$ cat src/mipc_pkg.sv
// Package with register map, field layout, reset values and carrier types for the MMD/PHY slice.
package mipc_pkg;
  localparam logic [7:0] IDX_ACCESS_CTRL = 8'h0d;
  localparam logic [7:0] IDX_ADDR_DATA = 8'h0e;
  localparam logic [7:0] IDX_GIG_CAP = 8'h0f;
  localparam logic [7:0] IDX_LINE_CTRL = 8'h10;
  localparam logic [7:0] IDX_LINE_STATUS = 8'h11;
  localparam logic [9:0] ADDR_ACCESS_CTRL = {IDX_ACCESS_CTRL, 2'b00};
  localparam logic [9:0] ADDR_ADDR_DATA = {IDX_ADDR_DATA, 2'b00};
  localparam logic [9:0] ADDR_GIG_CAP = {IDX_GIG_CAP, 2'b00};
  localparam logic [9:0] ADDR_LINE_CTRL = {IDX_LINE_CTRL, 2'b00};
  localparam logic [9:0] ADDR_LINE_STATUS = {IDX_LINE_STATUS, 2'b00};

  localparam int FUNC_MSB = 15;
  localparam int FUNC_LSB = 14;
  localparam int DEV_MSB = 4;
  localparam int DEV_LSB = 0;
  localparam logic [1:0] FUNC_ADDRESS = 2'h0;
  localparam logic [1:0] FUNC_DATA = 2'h1;
  localparam logic [1:0] FUNC_DATA_INC_RW = 2'h2;
  localparam logic [1:0] FUNC_DATA_INC_WR = 2'h3;
  localparam logic [4:0] DEV_MMD1 = 5'h01;
  localparam logic [4:0] DEV_MMD3 = 5'h03;
  localparam logic [4:0] DEV_MMD7 = 5'h07;
  localparam int NUM_MMD = 3;
  localparam int MMD_DEPTH = 16;

  localparam int XOVER_MSB = 6;
  localparam int XOVER_LSB = 5;
  localparam int CARRIER_ON_TRANSMIT_BIT = 3;
  localparam int SQE_BIT = 2;
  localparam int POL_BIT = 1;
  localparam int JAB_BIT = 0;
  localparam logic [1:0] XOVER_AUTO = 2'h3;
  localparam logic [1:0] XOVER_RESERVED = 2'h2;
  localparam logic [1:0] XOVER_MDIX = 2'h1;
  localparam logic [1:0] XOVER_MDI = 2'h0;
  localparam logic [15:0] GIG_CAP_VALUE = 16'h2000;
  localparam logic [15:0] LINE_CTRL_RESET = 16'h0062;
  localparam logic [15:0] LINE_CTRL_WMASK = 16'h006f;
  localparam logic [15:0] ACCESS_CTRL_RESET = 16'h0000;
  localparam logic [15:0] ACCESS_CTRL_WMASK = 16'hc01f;

  typedef enum logic [1:0] {
    SPEED_10 = 2'b00,
    SPEED_100 = 2'b01,
    SPEED_1000 = 2'b10
  } mipc_speed_type;

  // Line-side settings as the PHY datapath sees them.
  typedef struct packed {
    logic [1:0] pair_crossover_mode;
    logic crs_on_transmit;
    logic crs_on_receive;
    logic heartbeat_test_active;
    logic polarity_auto_allowed;
    logic jabber_detect_active;
  } mipc_line_type;

  // Line state from the datapath: speed, duplex and raw activity.
  typedef struct packed {
    mipc_speed_type speed;
    logic full_duplex;
    logic tx_active;
    logic rx_active;
  } mipc_mode_type;
endpackage

$ cat src/mipc_regs.sv
// AHB-Lite register slice for indirect MMD access and PHY line control.
module mipc_regs (
  input wire logic hclk,
  input wire logic hresetn,
  input wire logic clk_en,
  input wire logic hsel,
  input wire logic [31:0] haddr,
  input wire logic [1:0] htrans,
  input wire logic hwrite,
  input wire logic [2:0] hsize,
  input wire logic [31:0] hwdata,
  input wire logic hready,
  output logic hreadyout,
  output logic hresp,
  output logic [31:0] hrdata,
  input wire mipc_pkg::mipc_mode_type line_mode,
  output mipc_pkg::mipc_line_type line_ctrl
);
  import mipc_pkg::*;

  typedef struct packed {
    logic wr_pend;
    logic [9:0] wr_addr;
    logic [15:0] access_ctrl;
    logic [15:0] line_reg;
    logic [NUM_MMD-1:0][15:0] mmd_ptr;
    logic [31:0] rdata;
    mipc_line_type line;
  } mipc_state_type;

  mipc_state_type cur_ff;
  mipc_state_type nxt_ff;
  logic [15:0] mmd_mem_ff [NUM_MMD][MMD_DEPTH];
  logic [NUM_MMD-1:0] dev_hit;
  logic mmd_known;
  logic [1:0] sel_idx;
  logic [15:0] cur_ptr;
  logic [15:0] mmd_rdata;
  logic [15:0] aad_rdata;
  logic rd_take;
  logic wr_take;
  logic mem_we;
  logic [3:0] mem_word;
  logic [1:0] func;
  logic [4:0] dev;

  localparam logic [4:0] DEV_CODES [NUM_MMD] = '{DEV_MMD1, DEV_MMD3, DEV_MMD7};

  assign func = cur_ff.access_ctrl[FUNC_MSB:FUNC_LSB];
  assign dev = cur_ff.access_ctrl[DEV_MSB:DEV_LSB];

  // One comparator per supported MMD.
  genvar gi;
  generate
    for (gi = 0; gi < NUM_MMD; gi++) begin : g_dev
      assign dev_hit[gi] = (dev == DEV_CODES[gi]);
    end
  endgenerate

  always_comb begin
    sel_idx = 2'd0;
    if (dev_hit[1]) begin
      sel_idx = 2'd1;
    end else if (dev_hit[2]) begin
      sel_idx = 2'd2;
    end
  end

  assign mmd_known = |dev_hit;
  assign cur_ptr = cur_ff.mmd_ptr[sel_idx];
  // Only the low pointer bits index the implemented MMD storage; upper words alias.
  assign mem_word = cur_ptr[3:0];
  assign mmd_rdata = mmd_known ? mmd_mem_ff[sel_idx][mem_word] : 16'h0000;
  assign aad_rdata = (func == FUNC_ADDRESS) ? (mmd_known ? cur_ptr : 16'h0000)
                                            : mmd_rdata;

  assign rd_take = clk_en && hsel && hready && htrans[1] && !hwrite
                   && (haddr[9:0] == ADDR_ADDR_DATA) && (haddr[31:10] == 22'h0);
  assign wr_take = clk_en && cur_ff.wr_pend && (cur_ff.wr_addr == ADDR_ADDR_DATA);
  assign mem_we = wr_take && (func != FUNC_ADDRESS) && mmd_known;

  always_comb begin
    nxt_ff = cur_ff;
    nxt_ff.wr_pend = 1'b0;
    if (cur_ff.wr_pend) begin
      if (cur_ff.wr_addr == ADDR_ACCESS_CTRL) begin
        nxt_ff.access_ctrl = hwdata[15:0] & ACCESS_CTRL_WMASK;
      end else if (cur_ff.wr_addr == ADDR_LINE_CTRL) begin
        nxt_ff.line_reg = hwdata[15:0] & LINE_CTRL_WMASK;
      end else if (cur_ff.wr_addr == ADDR_ADDR_DATA && mmd_known) begin
        if (func == FUNC_ADDRESS) begin
          nxt_ff.mmd_ptr[sel_idx] = hwdata[15:0];
        end else if (func != FUNC_DATA) begin
          nxt_ff.mmd_ptr[sel_idx] = cur_ptr + 16'h0001;
        end
      end
    end
    if (rd_take && mmd_known && func == FUNC_DATA_INC_RW) begin
      nxt_ff.mmd_ptr[sel_idx] = cur_ptr + 16'h0001;
    end
    nxt_ff.rdata = 32'h0;
    if (hsel && hready && htrans[1] && !hwrite && haddr[31:10] == 22'h0) begin
      if (haddr[9:0] == ADDR_ACCESS_CTRL) begin
        nxt_ff.rdata = {16'h0, cur_ff.access_ctrl};
      end else if (haddr[9:0] == ADDR_ADDR_DATA) begin
        nxt_ff.rdata = {16'h0, aad_rdata};
      end else if (haddr[9:0] == ADDR_GIG_CAP) begin
        nxt_ff.rdata = {16'h0, GIG_CAP_VALUE};
      end else if (haddr[9:0] == ADDR_LINE_CTRL) begin
        nxt_ff.rdata = {16'h0, cur_ff.line_reg};
      end else if (haddr[9:0] == ADDR_LINE_STATUS) begin
        nxt_ff.rdata = {16'h0, cur_ff.line.crs_on_transmit, cur_ff.line.crs_on_receive,
                        cur_ff.line.heartbeat_test_active, cur_ff.line.polarity_auto_allowed,
                        cur_ff.line.jabber_detect_active, 9'h0, cur_ff.line.pair_crossover_mode};
      end
    end
    if (hsel && hready && htrans[1] && hwrite) begin
      nxt_ff.wr_pend = (haddr[31:10] == 22'h0);
      nxt_ff.wr_addr = haddr[9:0];
    end
    // The reserved crossover code is stored but the line keeps the previous mode.
    if (cur_ff.line_reg[XOVER_MSB:XOVER_LSB] != XOVER_RESERVED) begin
      nxt_ff.line.pair_crossover_mode = cur_ff.line_reg[XOVER_MSB:XOVER_LSB];
    end
    nxt_ff.line.crs_on_transmit = line_mode.tx_active && cur_ff.line_reg[CARRIER_ON_TRANSMIT_BIT]
      && !(line_mode.speed == SPEED_10 && line_mode.full_duplex)
      && line_mode.speed != SPEED_1000;
    nxt_ff.line.crs_on_receive = line_mode.rx_active;
    nxt_ff.line.heartbeat_test_active = cur_ff.line_reg[SQE_BIT] && !line_mode.full_duplex;
    nxt_ff.line.polarity_auto_allowed = cur_ff.line_reg[POL_BIT]
      || line_mode.speed != SPEED_10;
    nxt_ff.line.jabber_detect_active = !cur_ff.line_reg[JAB_BIT]
      && line_mode.speed == SPEED_10;
  end

  always_ff @(posedge hclk or negedge hresetn) begin
    if (!hresetn) begin
      cur_ff <= '0;
      cur_ff.access_ctrl <= ACCESS_CTRL_RESET;
      cur_ff.line_reg <= LINE_CTRL_RESET;
      cur_ff.line.pair_crossover_mode <= XOVER_AUTO;
      cur_ff.line.polarity_auto_allowed <= 1'b1;
    end else if (clk_en) begin
      cur_ff <= nxt_ff;
    end
  end

  // MMD storage has no reset, as in a register file macro.
  always_ff @(posedge hclk) begin
    if (mem_we) begin
      mmd_mem_ff[sel_idx][mem_word] <= hwdata[15:0];
    end
  end

  assign hreadyout = 1'b1;
  assign hresp = 1'b0;
  assign hrdata = cur_ff.rdata;
  assign line_ctrl = cur_ff.line;

  AST_FUNC_WMASK: assert property (@(posedge hclk) disable iff (!hresetn)
    clk_en && cur_ff.wr_pend && cur_ff.wr_addr == ADDR_ACCESS_CTRL |=>
    cur_ff.access_ctrl[13:5] == 9'h0 && cur_ff.access_ctrl[15:14] == $past(hwdata[15:14]))
    else $error("access control write not stored");
  AST_DEV_HIT: assert property (@(posedge hclk) disable iff (!hresetn)
    mmd_known == (dev == DEV_MMD1 || dev == DEV_MMD3 || dev == DEV_MMD7))
    else $error("device decode wrong");
  AST_ADDR_WRITE: assert property (@(posedge hclk) disable iff (!hresetn)
    wr_take && func == FUNC_ADDRESS && mmd_known |=> cur_ff.mmd_ptr[$past(sel_idx)]
    == $past(hwdata[15:0])) else $error("address write lost");
  AST_NO_INC: assert property (@(posedge hclk) disable iff (!hresetn)
    (wr_take || rd_take) && func == FUNC_DATA |=> $stable(cur_ff.mmd_ptr))
    else $error("plain data access moved pointer");
  AST_INC_WR: assert property (@(posedge hclk) disable iff (!hresetn)
    wr_take && mmd_known && func[1] |=> cur_ff.mmd_ptr[$past(sel_idx)]
    == $past(cur_ptr) + 16'h0001) else $error("post increment missed");
  AST_INC_RD_ONLY_RW: assert property (@(posedge hclk) disable iff (!hresetn)
    rd_take && !cur_ff.wr_pend && func == FUNC_DATA_INC_WR |=> $stable(cur_ff.mmd_ptr))
    else $error("read incremented in write-only mode");
  AST_GIG_CAP: assert property (@(posedge hclk) disable iff (!hresetn)
    clk_en && hsel && hready && htrans[1] && !hwrite && haddr == {22'h0, ADDR_GIG_CAP}
    |=> hrdata == 32'h0000_2000) else $error("capability read wrong");
  AST_SQE_FDX: assert property (@(posedge hclk) disable iff (!hresetn)
    clk_en && line_mode.full_duplex |=> !line_ctrl.heartbeat_test_active)
    else $error("heartbeat active in full duplex");
  AST_JAB: assert property (@(posedge hclk) disable iff (!hresetn)
    clk_en && cur_ff.line_reg[JAB_BIT] |=> !line_ctrl.jabber_detect_active)
    else $error("jabber active while disabled");
  AST_XOVER_RSVD: assert property (@(posedge hclk) disable iff (!hresetn)
    line_ctrl.pair_crossover_mode != XOVER_RESERVED)
    else $error("reserved crossover driven");

  COV_ADDR_THEN_DATA: cover property (@(posedge hclk) disable iff (!hresetn)
    wr_take && func == FUNC_ADDRESS ##[1:20] rd_take && func != FUNC_ADDRESS);
  COV_INC_RW: cover property (@(posedge hclk) disable iff (!hresetn)
    rd_take && mmd_known && func == FUNC_DATA_INC_RW);
  COV_XOVER_MDIX: cover property (@(posedge hclk) disable iff (!hresetn)
    line_ctrl.pair_crossover_mode == XOVER_MDIX);
endmodule

$ cat config.mk
export PLATFORM = sky130hd
export DESIGN_NAME = mipc_regs
export DESIGN_NICKNAME = d
export VERILOG_FILES = /design/src/mipc_pkg.sv /design/src/mipc_regs.sv
export SDC_FILE = /design/constraint.sdc
export NUM_CORES = 1
export LEC_CHECK = 0
export ABC_CLOCK_PERIOD_IN_PS = 4600
export BUFFER_PORTS_ARGS = -buffer_cell sky130_fd_sc_hd__buf_2
export CAP_MARGIN = 25
export CELL_PAD_IN_SITES_DETAIL_PLACEMENT = 1
export CELL_PAD_IN_SITES_GLOBAL_PLACEMENT = 2
export CORE_MARGIN = 2
export CORE_UTILIZATION = 45
export CTS_BUF_LIST = sky130_fd_sc_hd__clkbuf_16
export DETAILED_ROUTE_END_ITERATION = 16
export GPL_TIMING_DRIVEN = 0
export PLACE_DENSITY_LB_ADDON = 0.1
export SLEW_MARGIN = 0
export SYNTH_ARGS = -nofsm -noshare
export SYNTH_HDL_FRONTEND = slang
export SYNTH_SLANG_ARGS = --single-unit
$ cat constraint.sdc
create_clock -name hclk -period 4.6 [get_ports hclk]
set_clock_uncertainty 0.05 [all_clocks]
set_input_delay 0.92 -clock hclk [delete_from_list [all_inputs] [get_ports hclk]]
set_output_delay 0.92 -clock hclk [all_outputs]
set_load 0.03 [all_outputs]
; ---- Word level (Yosys, flattened, before mapping)
; Memory sizes are Yosys's and may differ from the RTL's.
; Index checks and enable logic that the tools add are counted.
[classes]
add_sub_neg = 1
multipliers = 0
div_mod_pow = 0
n_lt_le_gt_ge = 4
eq_ne = 15
shifts = 0
muxes = 33
n_bitwise = 2
reduce_logical = 41
[ops]
columns = cell, n
row1 = 48-bit 2-to-1 mux, 7
row2 = 256-bit 2-to-1 mux, 1
row3 = 16-bit 2-to-1 mux, 14
row4 = 48-bit bitwise mux, 3
row5 = 16-bit binary-select mux with 4-bit select, 1
row6 = 16-bit demux with 4-bit select, 1
row7 = "10-bit by 6-bit == test with 1-bit output, second input constant", 5
row8 = 16-bit binary-select mux with 2-bit select, 1
row9 = 16-bit demux with 2-bit select, 1
row10 = "10-bit by 7-bit == test with 1-bit output, second input constant", 3
row11 = 1-bit logical AND, 26
row12 = 22-bit logical NOT, 1
row13 = "16-bit by 1-bit adder with 16-bit output, second input constant", 1
row14 = 11-bit 2-to-1 mux, 1
row15 = "5-bit by 1-bit == test with 1-bit output, second input constant", 1
row16 = "5-bit by 2-bit == test with 1-bit output, second input constant", 1
row17 = "5-bit by 3-bit == test with 1-bit output, second input constant", 1
row18 = "5-bit greater-or-equal comparator, second input constant", 1
row19 = "5-bit by 1-bit less-than comparator with 1-bit output, second input constant", 1
row20 = 4-bit NOT with 5-bit output, 1
row21 = 1-bit logical NOT, 4
row22 = 2-bit logical NOT, 2
row23 = 2-bit 2-to-1 mux, 2
row24 = "2-bit != test, second input constant", 2
row25 = 12 further kinds, 14
[totals]
register_bits = 111
latch_bits = 0
ramBits = 768
mem_bits_ro = 0
elab_cells = 111
n_memories = 1
[mem_list]
columns = name, words, width, read_ports, rd_clocked_by_memory_dff, wr, line_no
row1 = mmd_mem_ff, 3, 256, 1, 0, 1, mipc_regs.sv:33  ; logic [15:0] mmd_mem_ff [NUM_MMD][MMD_DEPTH];

; ---- Depth between registers and ports, before layout
[logic_depth]
word_depth = 16
depth_mapped = 13
mapped_depth_nobuf = 9

; ---- Worst setup path after synthesis
; No wires, ideal clock.
[synth_timing]
path_kind = register to register
from = reg cur_ff[106] (netlist name)
to = mem mmd_mem_ff[2][48] (netlist name), enable pin
setup_time_ps = 409
t_arrival_ps = 3611
required_time_ps = 4141
path_slack_ps = 529
path_stages_with_launch = 11
synth_period_minus_slack_ps = 4071
path_cell_list = dfrtp_1 > and4bb_2 > buf_2 > mux2i_2 > buf_2 > buf_2 > buf_1 > ha_1 > nand2_1 > clkbuf_1 > nor3_1
[synth_via]
elab_chain_cells = 11
[synth_rtl]
columns = item, line_no
row1 = start: declaration, mipc_regs.sv:31  ; mipc_state_type cur_ff;
row2 = start signal: assignment, mipc_regs.sv:144  ; cur_ff <= nxt_ff;
row3 = 5-bit by 3-bit == test with 1-bit output, mipc_regs.sv:56  ; assign dev_hit[gi] = (dev == DEV_CODES[gi]);
row4 = 2-bit 2-to-1 mux, mipc_regs.sv:64  ; end else if (dev_hit[2]) begin
row5 = 2-bit 2-to-1 mux, mipc_regs.sv:62  ; if (dev_hit[1]) begin
row6 = 16-bit binary-select mux with 2-bit select, mipc_regs.sv:70  ; assign cur_ptr = cur_ff.mmd_ptr[sel_idx];
row7 = 16-bit 2-to-1 mux (implied by the code), mipc_regs.sv:70
row8 = 4-bit NOT with 5-bit output (implied by the code), mipc_regs.sv:151  ; mmd_mem_ff[sel_idx][mem_word] <= hwdata[15:0];
row9 = 5-bit greater-or-equal comparator (implied by the code) / 5-bit by 1-bit less-than comparator with 1-bit output (equally long branches), mipc_regs.sv:151
row10 = 1-bit logical AND (implied by the code), mipc_regs.sv:151
row11 = 16-bit 2-to-1 mux (implied by the code), mipc_regs.sv:151
row12 = 16-bit demux with 4-bit select, mipc_regs.sv:151
row13 = 256-bit 2-to-1 mux (implied by the code), mipc_regs.sv:151
row14 = end: declaration, mipc_regs.sv:33
; Parallel ways exist; a longest one is shown, timed or not. The select of a mux whose other input is x is not followed.

; ---- Worst setup path in the final report
[layout_timing]
from = reg cur_ff[105] (netlist name)
to = reg cur_ff (netlist bit hrdata[3])
[layout_via]
elab_chain_cells = 14
[layout_rtl]
columns = item, line_no
row1 = 5-bit by 3-bit == test with 1-bit output, mipc_regs.sv:56
row2 = 2-bit 2-to-1 mux, mipc_regs.sv:64
row3 = 2-bit 2-to-1 mux, mipc_regs.sv:62
row4 = 16-bit binary-select mux with 2-bit select, mipc_regs.sv:70
row5 = 16-bit 2-to-1 mux (implied by the code), mipc_regs.sv:70
row6 = 4-bit NOT with 5-bit output (implied by the code), mipc_regs.sv:73  ; assign mmd_rdata = mmd_known ? mmd_mem_ff[sel_idx][mem_word] : 16'h0000;
row7 = 16-bit binary-select mux with 4-bit select, mipc_regs.sv:73
row8 = 16-bit 2-to-1 mux (implied by the code) (2 in series), mipc_regs.sv:73
row9 = 16-bit 2-to-1 mux, mipc_regs.sv:73
row10 = 16-bit 2-to-1 mux (*), mipc_regs.sv:74  ; assign aad_rdata = (func == FUNC_ADDRESS) ? (mmd_known ? cur_ptr : 16'h0000)
row11 = 16-bit 2-to-1 mux (*), mipc_regs.sv:105  ; end else if (haddr[9:0] == ADDR_ADDR_DATA) begin
row12 = 16-bit 2-to-1 mux (*), mipc_regs.sv:103  ; if (haddr[9:0] == ADDR_ACCESS_CTRL) begin
row13 = 16-bit 2-to-1 mux (*), mipc_regs.sv:102  ; if (hsel && hready && htrans[1] && !hwrite && haddr[31:10] == 22'h0) begin
; Every way passes the cells marked *; elsewhere a longest branch is shown, timed or not. The select of a mux whose other input is x is not followed.
; A chain may end at the register's enable or synchronous reset.

==> results by stage <==
Worst setup path:
- The critical setup path kind is register to register.
- The cell with the largest stage delay on the worst path is sky130_fd_sc_hd__buf_2.
- Walking the worst path, the cells encountered are clkinv_1 -> nand2_2 -> clkbuf_4 -> buf_2 -> mux2i_1 -> o21ai_0 -> a21oi_1 -> o21ai_0 -> a31o_1.
- The most prevalent standard cell on the critical path is sky130_fd_sc_hd__o21ai_0.
- The startpoint type of the worst setup path is a register.
- The maximum fanout encountered on the critical timing path is 10.
- For the worst setup path, the data arrival time is 5.31 ns.
- On the worst path, the slowest cell contributes a delay of 0.68 ns.
- The kind of capture point of the worst setup path is a register.
- For the worst setup path, the data required time is 5.11 ns.

Synthesis:
- Counting flops with an async set or reset pin after synthesis yields a share of 11.0%.
- The register bit count reported by yosys is 863.
- The post-synthesis instance area is 37200 µm².
- The post-synthesis sequential area ratio is 68.3%.
- For this run, the number of Yosys warnings is 0.
- Ranked by total cell area, the synthesized netlist is headed by sky130_fd_sc_hd__edfxtp_1, sky130_fd_sc_hd__dfrtp_1, sky130_fd_sc_hd__mux2i_1, sky130_fd_sc_hd__nand2_1, sky130_fd_sc_hd__mux2_2.
- By instance count, the leading cell after synthesis is sky130_fd_sc_hd__edfxtp_1.
- In this run, synthesis inferred 768 flip-flops with an integrated enable.
- For this run, the leading register cell type out of synthesis is sky130_fd_sc_hd__edfxtp_1.
- The share of Yosys cell area claimed by the top area cell type is 61.9%.
- In the synthesized netlist, the cells that appear most often are sky130_fd_sc_hd__edfxtp_1, sky130_fd_sc_hd__nand2_1, sky130_fd_sc_hd__o21ai_0.
- The cell type with the highest aggregate area in the netlist is sky130_fd_sc_hd__edfxtp_1.
- Averaged over all synthesized cells, the footprint is 13.5 µm².
- The distinct cell type count after synthesis is 90.
- The number of instances in the synthesized netlist is 2750.

Global routing:
- The first global-routing pass estimated 244000 µm of wire.
- The largest net degree at the start of global routing is 62.
- The number of global-route vias before repair came to 28500.
- The total overflow left after global routing is 0.
- The number of antenna violations at the first check in global routing was 15.
- The total routing usage reported by global routing is 42.5%.

Clocking:
- In this run, post-CTS hold repair placed 0 buffers.
- The H-tree depth is 3.
- The root buffer cell is sky130_fd_sc_hd__clkbuf_16.
- TritonCTS built the clock tree.
- Clock latency on the worst-skew pair, taken at its later pin, is 0.69 ns.
- The clock drives 863 sinks.
- In this run the deepest clock path goes through 3 buffers.
- The clock buffer count from CTS is 94.
- After clock tree synthesis, the clock-pin slew on the worst setup and hold paths is 0.06 ns.

Final layout:
- The core utilization of the finished layout is 54.8%.
- The ratio of cells with drive above 1 in the final layout is 21.1%.
- In the final design database the tool counted 3167 nets.
- The number of standard cells in the layout, taps in and fillers out is 4245.
- Compared with the post-synthesis result, the final layout area differs by 20.7%.

Timing:
- The total setup violations reported at the end of the flow is 72.
- The maximum frequency from static timing analysis is 209 MHz.
- The post-layout worst setup margin is -0.194 ns.
- The routed design could run at a clock period as short as 4.79 ns.
- The worst hold margin is 0.196 ns.
- The actual slew at the worst max-slew pin is 1.19 ns.
- The number of pins with negative max-slew slack in the final report is 0.
- The worst path uses 104% of the clock period.
- Setup repair after global routing left no endpoint under its margin.
- The final hold violation count is 0.
- The worst pin sits at a relative slew slack of 19.2%.

Die:
- The floorplan row count is 105.
- The initial core utilization is 45.4%.
- For this design the top-level I/O count stands at 121.
- The floorplan die height is 292 µm.
- The region available for standard cell placement spans 82000 µm².
- The die is 292 µm wide.
- The total die area is 85100 µm².

Status:
- The run finished, with violations left.
- The final reports fail on setup timing.

Routing:
- The average vias per placed instance is 6.94.
- The vias after detailed routing is 29400.
- The iteration count of the initial detailed-routing pass is 6.
- The detail route stage leaves a number of antenna-violating nets equal to 0.
- The detailed-route wire length is 182000 µm.
- Dividing the detail-routed wire length by the instance count gives 43.0 µm.
- For this run, design rule violations remaining after detail routing come to 0.
- The number of DRC markers in iteration 0 is 4586.

Worst hold path:
- The worst min-delay path category is input port to async pin.

Placement:
- The worst slack at placement is -1.44 ns.
- Port buffering added 82 buffers.
- The final HPWL from detailed placement is 133000 µm.
- The final estimated routing congestion in global placement is 1.04.
- The placed instance count is 4045.

Job:
- The max-cap check violation count is 0.

Power:
- The power per cell area is 381 nW/µm².
- The largest vdd supply drop is 0.365 mV.
- The total power consumption of the routed design is 17.1 mW.
- The standby leakage power is 15.9 nW.
## metal layers
layer,share of wire (%),global-route usage [%]
met5,0.099,0
met4,8.0,29.1
met3,13,12.5
met2,43,62.0
met1,37,54.8
## registers in the layout, summed over array words and instances, names as in the netlist
register	flops
hrdata	16
line_ctrl	7
mmd_mem_ff	768
cur_ff	72
## repair_timing
item | 4_1_cts | 5_1_grt
setup endpoints to repair | 814 | 53
resized for setup | 70 | 19
buffers inserted | 10 | 3
pin swaps | 7 | 0
## metrics by stage
stage	cell area (µm²)	setup TNS, ns
floorplan	37300	0
global placement	39000	-1709.74
detailed placement	41300	-666.44
CTS	44800	-0.0320
global route	44900	0
finish	45000	-2.77
## where the power goes
part,switching [mW],leakage [nW],internal (mW)
registers,0.0454,8.07,8.58
clock network,3.34,1.55,4.41
logic,0.521,6.26,0.214
total,3.90,15.9,13.2
## layout make-up
type	count	area [µm²]
well taps	1070	1340
inverters	27	104
multi-input cells	1647	11100
clock buffers	96	2400
flip-flops and latches	863	25400
diodes	11	27.5
repair buffers	226	2670
clock inverters	81	713
fillers	7999	37000
plain buffers	224	1150
## cell usage in the layout (no fill, tap or decap), types with 18 or more instances in the layout
cell,instances
sky130_fd_sc_hd__edfxtp_1,768
sky130_fd_sc_hd__nand2_1,306
sky130_fd_sc_hd__o21ai_0,129
sky130_fd_sc_hd__buf_2,128
sky130_fd_sc_hd__a21oi_1,116
sky130_fd_sc_hd__nand3_1,115
sky130_fd_sc_hd__mux2i_1,111
sky130_fd_sc_hd__clkbuf_16,96
sky130_fd_sc_hd__clkbuf_1,89
sky130_fd_sc_hd__dfrtp_1,89
sky130_fd_sc_hd__nor2_1,86
sky130_fd_sc_hd__buf_4,75
sky130_fd_sc_hd__mux2_2,64
sky130_fd_sc_hd__buf_8,56
sky130_fd_sc_hd__inv_1,41
sky130_fd_sc_hd__a221oi_1,38
sky130_fd_sc_hd__nor3_1,37
sky130_fd_sc_hd__a22oi_1,33
sky130_fd_sc_hd__a31oi_1,33
sky130_fd_sc_hd__o22ai_1,32
sky130_fd_sc_hd__nand4_1,31
sky130_fd_sc_hd__o211ai_1,30
sky130_fd_sc_hd__clkinv_1,29
sky130_fd_sc_hd__nor2b_1,26
sky130_fd_sc_hd__nor2_4,26
sky130_fd_sc_hd__a211oi_1,23
sky130_fd_sc_hd__buf_16,23
sky130_fd_sc_hd__o221ai_1,22
sky130_fd_sc_hd__buf_6,20
sky130_fd_sc_hd__a21o_1,20
sky130_fd_sc_hd__mux4_2,20
sky130_fd_sc_hd__a22o_1,19
sky130_fd_sc_hd__buf_12,19
sky130_fd_sc_hd__or3_1,18
sky130_fd_sc_hd__buf_1,18
sky130_fd_sc_hd__o2bb2ai_1,18
sky130_fd_sc_hd__conb_1,18
## logic make-up after synthesis
logic type,count (synthesis),share of synthesized area [%]
and+or+nand+nor,751,9.45
other,2,0.0202
AOI/OAI and AO/OA,656,12.2
buffers and inverters,256,3.21
muxes,201,6.30
DFF,863,68.3
xor gates and xnor gates,17,0.400
adders and majority gates,4,0.134
## critical path, delay by kind of cell (launching register included)
kind	cells	cell delay [ns]
AOI/OAI and AO/OA	4	1.44
buffers and inverters	3	1.76
DFF	1	0.51
muxes	1	0.25
and+or+nand+nor	1	0.62
## path summary, 6_finish.rpt
check / cells after the start / end / startpoint / slack, ns
setup / recovery: 9 / hrdata[3] / cur_ff[105] / -0.19
hold / removal: 1 / cur_ff[48] / hresetn / 0.20
setup reg to reg: 9 / hrdata[3] / cur_ff[105] / -0.19
hold reg to reg: 2 / line_ctrl[5] / cur_ff[92] / 0.45
max in group asynchronous: 2 / line_ctrl[5] / hresetn / 3.51
min in group hclk: 2 / line_ctrl[2] / line_mode[2] / 0.41
(Power assumes the default switching activity.)
